`config.mk`:
```
export PLATFORM = sky130hd
export DESIGN_NAME = occ_top
export DESIGN_NICKNAME = d
export VERILOG_FILES = /design/src/occ_pkg.sv /design/src/occ_ctrl_if.sv /design/src/occ_top.sv /design/src/occ_engine.sv
export SDC_FILE = /design/constraint.sdc
export NUM_CORES = 1
export LEC_CHECK = 0
export ABC_CLOCK_PERIOD_IN_PS = 1970
export BUFFER_PORTS_ARGS = -buffer_cell sky130_fd_sc_hd__buf_2
export CAP_MARGIN = 10
export CORE_UTILIZATION = 25
export DETAILED_ROUTE_END_ITERATION = 10
export PLACE_DENSITY = 0.45
export SYNTH_ARGS = -nofsm -noshare
export SYNTH_HDL_FRONTEND = slang
export SYNTH_SLANG_ARGS = --single-unit
```
`constraint.sdc`:
```
create_clock -name REF_CLK -period 1.97 [get_ports REF_CLK]
set_clock_uncertainty 0.05 [all_clocks]
set_input_delay 0.0985 -clock REF_CLK [delete_from_list [all_inputs] [get_ports REF_CLK]]
set_output_delay 0.0985 -clock REF_CLK [all_outputs]
set_load 0.01 [all_outputs]
```
`src/occ_pkg.sv`:
```
// Purpose: shared constants and types of the compare channel control block
// Assumes: 16-bit control register reached over a plain strobe port
// Notes: offsets and timing values are local choices where none is printed
package occ_pkg;
   localparam int DATA_W = 16;
   localparam int ADDR_W = 4;
   localparam int CMP_W = 16;
   localparam logic [3:0] CTRL_ADDR = 4'h0;
   localparam logic [3:0] STAT_ADDR = 4'h1;
   localparam logic [3:0] VAL_ADDR = 4'h2;
   localparam int IDLE_BIT = 13;
   localparam int FLT_BIT = 4;
   localparam int TSEL_BIT = 3;
   localparam int MODE_LSB = 0;
   localparam logic [15:0] ZERO16 = 16'h0000;
   localparam logic [2:0] MODE_OFF = 3'h0;
   localparam logic [2:0] MODE_LOW_SHOT = 3'h1;
   localparam logic [2:0] MODE_HIGH_SHOT = 3'h2;
   localparam logic [2:0] MODE_TOGGLE = 3'h3;
   localparam logic [2:0] MODE_DELAY_SHOT = 3'h4;
   localparam logic [2:0] MODE_PULSE = 3'h5;
   localparam logic [2:0] MODE_PWM = 3'h6;
   localparam logic [2:0] MODE_PWM_FLT = 3'h7;

   typedef struct packed {
      logic idle_halt_select;
      logic pwm_fault_flag;
      logic timebase_select;
      logic [2:0] compare_mode_field;
      logic [15:0] primary_compare_value;
      logic [15:0] rdata;
   } occ_regs_type;

   typedef struct packed {
      logic pin;
      logic pin_oe;
      logic irq;
      logic pin_prev;
      logic fault_prev;
      logic started;
      logic [2:0] mode_prev;
   } occ_out_type;
endpackage

```
`src/occ_ctrl_if.sv`:
```
// Purpose: carries control settings from the register file to the pin engine
// Assumes: single clock domain
// Notes: mode and timer select are levels
`timescale 1ns/1ps
interface occ_ctrl_if;
   logic [2:0] compare_mode_field;
   logic timebase_select;
   logic run;
   logic [15:0] primary_compare_value;
   logic fault_event;
   modport regs (output compare_mode_field, timebase_select, run, primary_compare_value,
      input fault_event);
   modport engine (input compare_mode_field, timebase_select, run, primary_compare_value,
      output fault_event);
endinterface

```
`src/occ_top.sv`:
```
// Summary of operation
// - idle-halt bit 1 stops channel in CPU idle; 0 keeps it running.
// - hardware sets fault flag on pwm fault; software writes cannot change it.
// - fault flag used only in pwm-with-fault mode 111.
// - timebase select 1 compares against the third timer.
// - control bits 12 to 5 read zero and ignore writes.
// - pin initial state follows the mode field.
// - interrupt edge follows the mode field; mode 110 raises none.
// - pwm-with-fault mode interrupts on fault pin falling edge.
//
// Purpose: register file and top of the compare channel control block
// Assumes: timer counts arrive from same-clock logic; fault pin is asynchronous
// Notes: fault flag clears when mode leaves 111 (hardware clear)
//
// Our own choices: the address map and strobed register access.
`timescale 1ns/1ps
module occ_top (
   input wire logic REF_CLK,
   input wire logic RSTN,
   input wire logic [3:0] ADDR,
   input wire logic [15:0] WDATA,
   input wire logic WR,
   input wire logic RD,
   output logic [15:0] RDATA,
   input wire logic CPU_IDLE,
   input wire logic [15:0] TIMER2_VALUE,
   input wire logic [15:0] TIMER3_VALUE,
   input wire logic FAULT_INPUT_PIN,
   output logic COMPARE_OUTPUT_PIN,
   output logic COMPARE_OUTPUT_PIN_OE,
   output logic IRQ
);
   occ_pkg::occ_regs_type r_reg, r_next;
   occ_ctrl_if ctl ();
   logic [1:0] rst_sync_reg;
   logic rst_n;
   logic [1:0] flt_sync_reg;
   logic [1:0] idle_sync_reg;
   logic [15:0] ctrl_word;

   // reset release through two flops
   always_ff @(posedge REF_CLK or negedge RSTN) begin
      if (!RSTN) begin
         rst_sync_reg <= 2'b00;
      end else begin
         rst_sync_reg <= {rst_sync_reg[0], 1'b1};
      end
   end
   assign rst_n = rst_sync_reg[1];

   // pin synchronisers
   always_ff @(posedge REF_CLK or negedge rst_n) begin
      if (!rst_n) begin
         flt_sync_reg <= 2'b11;
         idle_sync_reg <= 2'b00;
      end else begin
         flt_sync_reg <= {flt_sync_reg[0], FAULT_INPUT_PIN};
         idle_sync_reg <= {idle_sync_reg[0], CPU_IDLE};
      end
   end

   // control word view, unimplemented bits zero
   always_comb begin
      ctrl_word = occ_pkg::ZERO16;
      ctrl_word[occ_pkg::IDLE_BIT] = r_reg.idle_halt_select;
      ctrl_word[occ_pkg::FLT_BIT] = r_reg.pwm_fault_flag;
      ctrl_word[occ_pkg::TSEL_BIT] = r_reg.timebase_select;
      ctrl_word[occ_pkg::MODE_LSB +: 3] = r_reg.compare_mode_field;
   end

   // register file next state
   always_comb begin
      r_next = r_reg;
      r_next.rdata = occ_pkg::ZERO16;
      if (WR && ADDR == occ_pkg::CTRL_ADDR) begin
         r_next.idle_halt_select = WDATA[occ_pkg::IDLE_BIT];
         r_next.timebase_select = WDATA[occ_pkg::TSEL_BIT];
         r_next.compare_mode_field = WDATA[occ_pkg::MODE_LSB +: 3];
      end
      if (WR && ADDR == occ_pkg::VAL_ADDR) begin
         r_next.primary_compare_value = WDATA;
      end
      // hardware-only fault flag, set wins
      if (r_next.compare_mode_field != occ_pkg::MODE_PWM_FLT) begin
         r_next.pwm_fault_flag = 1'b0;
      end
      if (ctl.fault_event) begin
         r_next.pwm_fault_flag = 1'b1;
      end
      if (RD) begin
         case (ADDR)
            occ_pkg::CTRL_ADDR: r_next.rdata = ctrl_word;
            occ_pkg::STAT_ADDR: r_next.rdata = {15'h0000, COMPARE_OUTPUT_PIN};
            occ_pkg::VAL_ADDR: r_next.rdata = r_reg.primary_compare_value;
            default: r_next.rdata = occ_pkg::ZERO16;
         endcase
      end
   end

   always_ff @(posedge REF_CLK or negedge rst_n) begin
      if (!rst_n) begin
         r_reg <= '0;
      end else begin
         r_reg <= r_next;
      end
   end

   // settings toward the engine
   assign ctl.compare_mode_field = r_reg.compare_mode_field;
   assign ctl.timebase_select = r_reg.timebase_select;
   assign ctl.primary_compare_value = r_reg.primary_compare_value;
   assign ctl.run = ~(r_reg.idle_halt_select & idle_sync_reg[1]);
   assign RDATA = r_reg.rdata;

   occ_engine u_engine (
      .clk(REF_CLK),
      .rst_n(rst_n),
      .ctl(ctl.engine),
      .timer2_value(TIMER2_VALUE),
      .timer3_value(TIMER3_VALUE),
      .fault_level(flt_sync_reg[1]),
      .pin(COMPARE_OUTPUT_PIN),
      .pin_oe(COMPARE_OUTPUT_PIN_OE),
      .irq(IRQ)
   );
endmodule

```
`src/occ_engine.sv`:
```
// Purpose: drives the compare output pin and raises the channel interrupt
// Assumes: timer values and fault level already synchronised
// Notes: compare match is equality with the selected timer
`timescale 1ns/1ps
module occ_engine (
   input wire logic clk,
   input wire logic rst_n,
   occ_ctrl_if.engine ctl,
   input wire logic [15:0] timer2_value,
   input wire logic [15:0] timer3_value,
   input wire logic fault_level,
   output logic pin,
   output logic pin_oe,
   output logic irq
);
   occ_pkg::occ_out_type s_reg, s_next;
   logic [15:0] tb;
   logic match;
   logic rise;
   logic fall;
   logic fresh;

   // time base pick and edge detection
   assign tb = ctl.timebase_select ? timer3_value : timer2_value;
   assign match = (tb == ctl.primary_compare_value);
   assign rise = s_reg.pin & ~s_reg.pin_prev;
   assign fall = ~s_reg.pin & s_reg.pin_prev;
   // a new mode, or the first running cycle, loads the start level
   assign fresh = ~s_reg.started | (ctl.compare_mode_field != s_reg.mode_prev);
   assign ctl.fault_event = (ctl.compare_mode_field == occ_pkg::MODE_PWM_FLT)
      & s_reg.fault_prev & ~fault_level;
   assign pin = s_reg.pin;
   assign pin_oe = s_reg.pin_oe;
   assign irq = s_reg.irq;

   // next state of the pin engine
   always_comb begin
      s_next = s_reg;
      s_next.fault_prev = fault_level;
      s_next.pin_prev = s_reg.pin;
      s_next.irq = 1'b0;
      s_next.mode_prev = ctl.compare_mode_field;
      if (ctl.compare_mode_field == occ_pkg::MODE_OFF) begin
         s_next.pin_oe = 1'b0;
         s_next.started = 1'b0;
      end else if (ctl.run) begin
         s_next.pin_oe = 1'b1;
         if (fresh) begin
            s_next.started = 1'b1;
            case (ctl.compare_mode_field)
               occ_pkg::MODE_HIGH_SHOT: s_next.pin = 1'b1;
               occ_pkg::MODE_TOGGLE: s_next.pin = s_reg.pin;
               occ_pkg::MODE_PWM, occ_pkg::MODE_PWM_FLT:
                  s_next.pin = (ctl.primary_compare_value != occ_pkg::ZERO16);
               default: s_next.pin = 1'b0;
            endcase
         end else if (match) begin
            case (ctl.compare_mode_field)
               occ_pkg::MODE_LOW_SHOT: s_next.pin = 1'b1;
               occ_pkg::MODE_HIGH_SHOT: s_next.pin = 1'b0;
               occ_pkg::MODE_TOGGLE: s_next.pin = ~s_reg.pin;
               default: s_next.pin = ~s_reg.pin;
            endcase
         end
         if (ctl.compare_mode_field == occ_pkg::MODE_PWM_FLT && ctl.fault_event) begin
            s_next.pin = 1'b0;
         end
         // interrupt by mode
         case (ctl.compare_mode_field)
            occ_pkg::MODE_LOW_SHOT: s_next.irq = rise;
            occ_pkg::MODE_HIGH_SHOT, occ_pkg::MODE_DELAY_SHOT, occ_pkg::MODE_PULSE:
               s_next.irq = fall;
            occ_pkg::MODE_TOGGLE: s_next.irq = rise | fall;
            occ_pkg::MODE_PWM_FLT: s_next.irq = ctl.fault_event;
            default: s_next.irq = 1'b0;
         endcase
      end else if (fresh) begin
         // halted across a mode change: reload the start level on resume
         s_next.started = 1'b0;
      end
   end

   // state register
   always_ff @(posedge clk or negedge rst_n) begin
      if (!rst_n) begin
         s_reg <= '0;
      end else begin
         s_reg <= s_next;
      end
   end
endmodule

```
==> metrics <==
Synth cell types 34; first-pass iteration count of the detailed router 4; Root Driver clkbuf_8; total track usage 12.7%; Worst R2R Start ctl.timebase_select$_DFFE_PN0N_; syn_area_per_cell 12.4 um2; largest net degree at the start of global routing 39; Mapped Nets roughly 260; # DRC 0; Worst-path clk slew around 0.1 ns; met3 WL post-DR approximately 220 um; Crit Path Category flop to flop; critical path required time between 2 and 2.5 ns; Max-Cap Viols 0; iteration-0 DRC count of the detailed router 72; endpoints failing setup 0; Ys Warns 0; grt total ovfl 0; detailed-route wire length per cell around 14 um; post-synthesis cell area between 2000 and 2500 um2; RSZ-0062 raised after global routing true; initial antenna violation count 0; Layout area overhead 37.4%; Post-Route WL about 6 mm; clk buf depth 2; Vias/cell around 4.2; die height just over 100 um; peak supply drop 417 uV; R2R depth 7; post-layout util a little over a third; status completed; first-pass GRT wire length 9.72 mm; Die W 101 um; Post-DP HPWL roughly 4.6 mm; initial core utilization a little over a quarter; Met1 Wirelength 2.87 mm; Final Cycle Share 94.8%; PwrDens between 900 and 1000 nW/um2; Post-DP Area around 3000 um2; critical hold path startpoint WDATA[1]; Seq/Total Area, Yosys between 50% and 60%; TritonCTS clock tree done; final net count approximately 360; sum of negative setup slack 0 ns; CP endpoint kind flop; die area between 10000 and 15000 um2; ratio of cells with drive above 1 in the final layout roughly 40%; Core Region 9330 um2; GPL Wtd Cong approximately 0.76; Hold Crit Class input pin to flop; clk_lat worst skew 0.30 ns; FF-to-FF setup slack a little over 0.1 ns; routed wl met2 a little under 3 mm; vias approximately 1800; CP startpoint kind flop; destination of the worst hold path ctl.primary_compare_value[1]$_DFFE_PN0P_; number of global-route vias before repair around 1900; boundary pin count 77; Critical R2R Capture u_engine.pin$_DFFE_PN0P_; TritonCTS Buffers 5; highest routed layer met4; ANT cells 0; FP Rows 35; Fillers 946; FMAX about 540 MHz; antenna viol nets, final 0; design area 3340 um2; Sink Count 53; Final Slew Violations 0; Worst EP arrival 2.05 ns; synthesized instance count 196; Final Critical Period 1.87 ns; depth of the CTS H-tree 2; Seq cells post-synth 53; hold depth 2; leak pwr ~1.6 nW; CP max FO 18; Port Buffers 76; Fin. Hold Viols 0
[worst max-delay path: stages, from the launching register on]
cell and delay (ns):
dfrtp_1 0.38, buf_12 0.18, mux2i_1 0.24, xnor2_1 0.11, nor4_2 0.34, nand4_1 0.16, a22oi_1 0.21, o2bb2ai_1 0.13
[what timing repair did]
action,4_1_cts,5_1_grt
setup endpoints to repair,0,1
endpoints found under the hold margin,21,0
hold buffers,19,0
buffers inserted,0,0
gates resized for setup,0,1
[cells in the mapped netlist]
cell,count,area (um2)
dfrtp_1,51,1280
mux2i_1,22,220
mux2_2,20,225
xnor2_1,19,166
nor2_1,12,45.0
and2_1,10,62.6
inv_1,6,22.5
a21oi_1,4,20.0
a31oi_1,4,25.0
nand2_1,4,15.0
nand4_1,4,25.0
nor4_1,4,25.0
buf_2,3,15.0
clkbuf_1,3,11.3
nand2b_1,3,18.8
nor3_1,3,15.0
o21ai_0,3,15.0
dfstp_2,2,52.6
ha_1,2,25.0
nor4_2,2,25.0
or4_1,2,15.0
a22oi_1,1,7.51
a311oi_1,1,8.76
a41o_1,1,10.0
and3_1,1,6.26
and4_1,1,8.76
buf_12,1,20.0
buf_6,1,11.3
conb_1,1,3.75
nand3_1,1,5.00
nand3b_1,1,7.51
o2bb2ai_1,1,8.76
o31ai_1,1,7.51
or3_1,1,6.26
[report_power, final]
| group | switching [mW] | internal, mW | leakage (nW) |
|---|---|---|---|
| sequential | 0.172 | 1.26 | 0.668 |
| clock | 0.359 | 0.414 | 0.0574 |
| combinational | 0.410 | 0.478 | 0.872 |
| total | 0.940 | 2.15 | 1.60 |
[layout by cell type, fill, tap and decap left out, types with 2 or more instances in the layout]
master          n
nand2_1         4
clkbuf_8        6
xnor2_1        19
nand2b_1        3
buf_12          2
buf_4           9
mux2i_1        22
mux2_2         20
dfrtp_1        50
buf_2          76
dlygate4sd3_1  19
or4_1           2
nor4_1          3
dfstp_2         2
and2_1         10
nor3_1          3
nand4_1         4
nor4_2          3
inv_1           6
nor2_1         12
a21oi_1         4
o21ai_0         3
a31oi_1         4
ha_1            2
[metal layers]
metal  vias up  global-route usage [%]
li1        897                       -
met1       874                    17.1
met2        48                    21.0
met3         2                    2.36
met4         0                    3.01
met5         -                       0
[how the worst max path moves through the flow]
stage,from,end,slack (ns),depth (start not counted)
2_1_floorplan,ctl.primary_compare_value[14]$_DFFE_PN0P_,u_engine.pin$_DFFE_PN0P_,0.19,5
3_3_place_gp,ctl.primary_compare_value[14]$_DFFE_PN0P_,u_engine.pin$_DFFE_PN0P_,0.13,5
3_5_place_dp,ctl.timebase_select$_DFFE_PN0N_,u_engine.pin$_DFFE_PN0P_,0.09,7
4_1_cts,ctl.timebase_select$_DFFE_PN0N_,u_engine.pin$_DFFE_PN0P_,0.06,7
5_1_grt,ctl.timebase_select$_DFFE_PN0N_,u_engine.pin$_DFFE_PN0P_,-0.04,7
6_report,ctl.timebase_select$_DFFE_PN0N_,u_engine.pin$_DFFE_PN0P_,0.10,7
[layout make-up]
cell class / instances / area [um2] / share of cell area [%]
Tap cell: 129 / 161 / 4.83
Clock buffer: 6 / 82.6 / 2.47
Sequential cell: 53 / 1330 / 39.8
Timing Repair Buffer: 106 / 678 / 20.3
Multi-Input combinational cell: 129 / 1030 / 30.8
Inverter: 6 / 22.5 / 0.674
Clock inverter: 2 / 37.5 / 1.12
[cell families after synthesis]
logic type	synth area share (%)
AO/OA/AOI/OAI	4.22
XOR/XNOR	6.84
adder cells (fa/ha/maj)	1.03
buffers and inverters	3.29
flip-flops	54.6
multiplexers	18.3
other	0.154
AND/OR/NAND/NOR	11.5
[stage by stage]
stage	instances	worst slack, ns	hold slack (ns)	power, mW
floorplan	196	0.193	-0.247	2.01
detailed placement	404	0.0949	-0.164	2.32
global route	431	-0.0399	0.00761	3.29
global placement	404	0.134	-0.163	2.31
finish	431	0.102	0.0170	3.09
CTS	431	0.0632	0.0139	3.14
(Power assumes the default switching activity.)
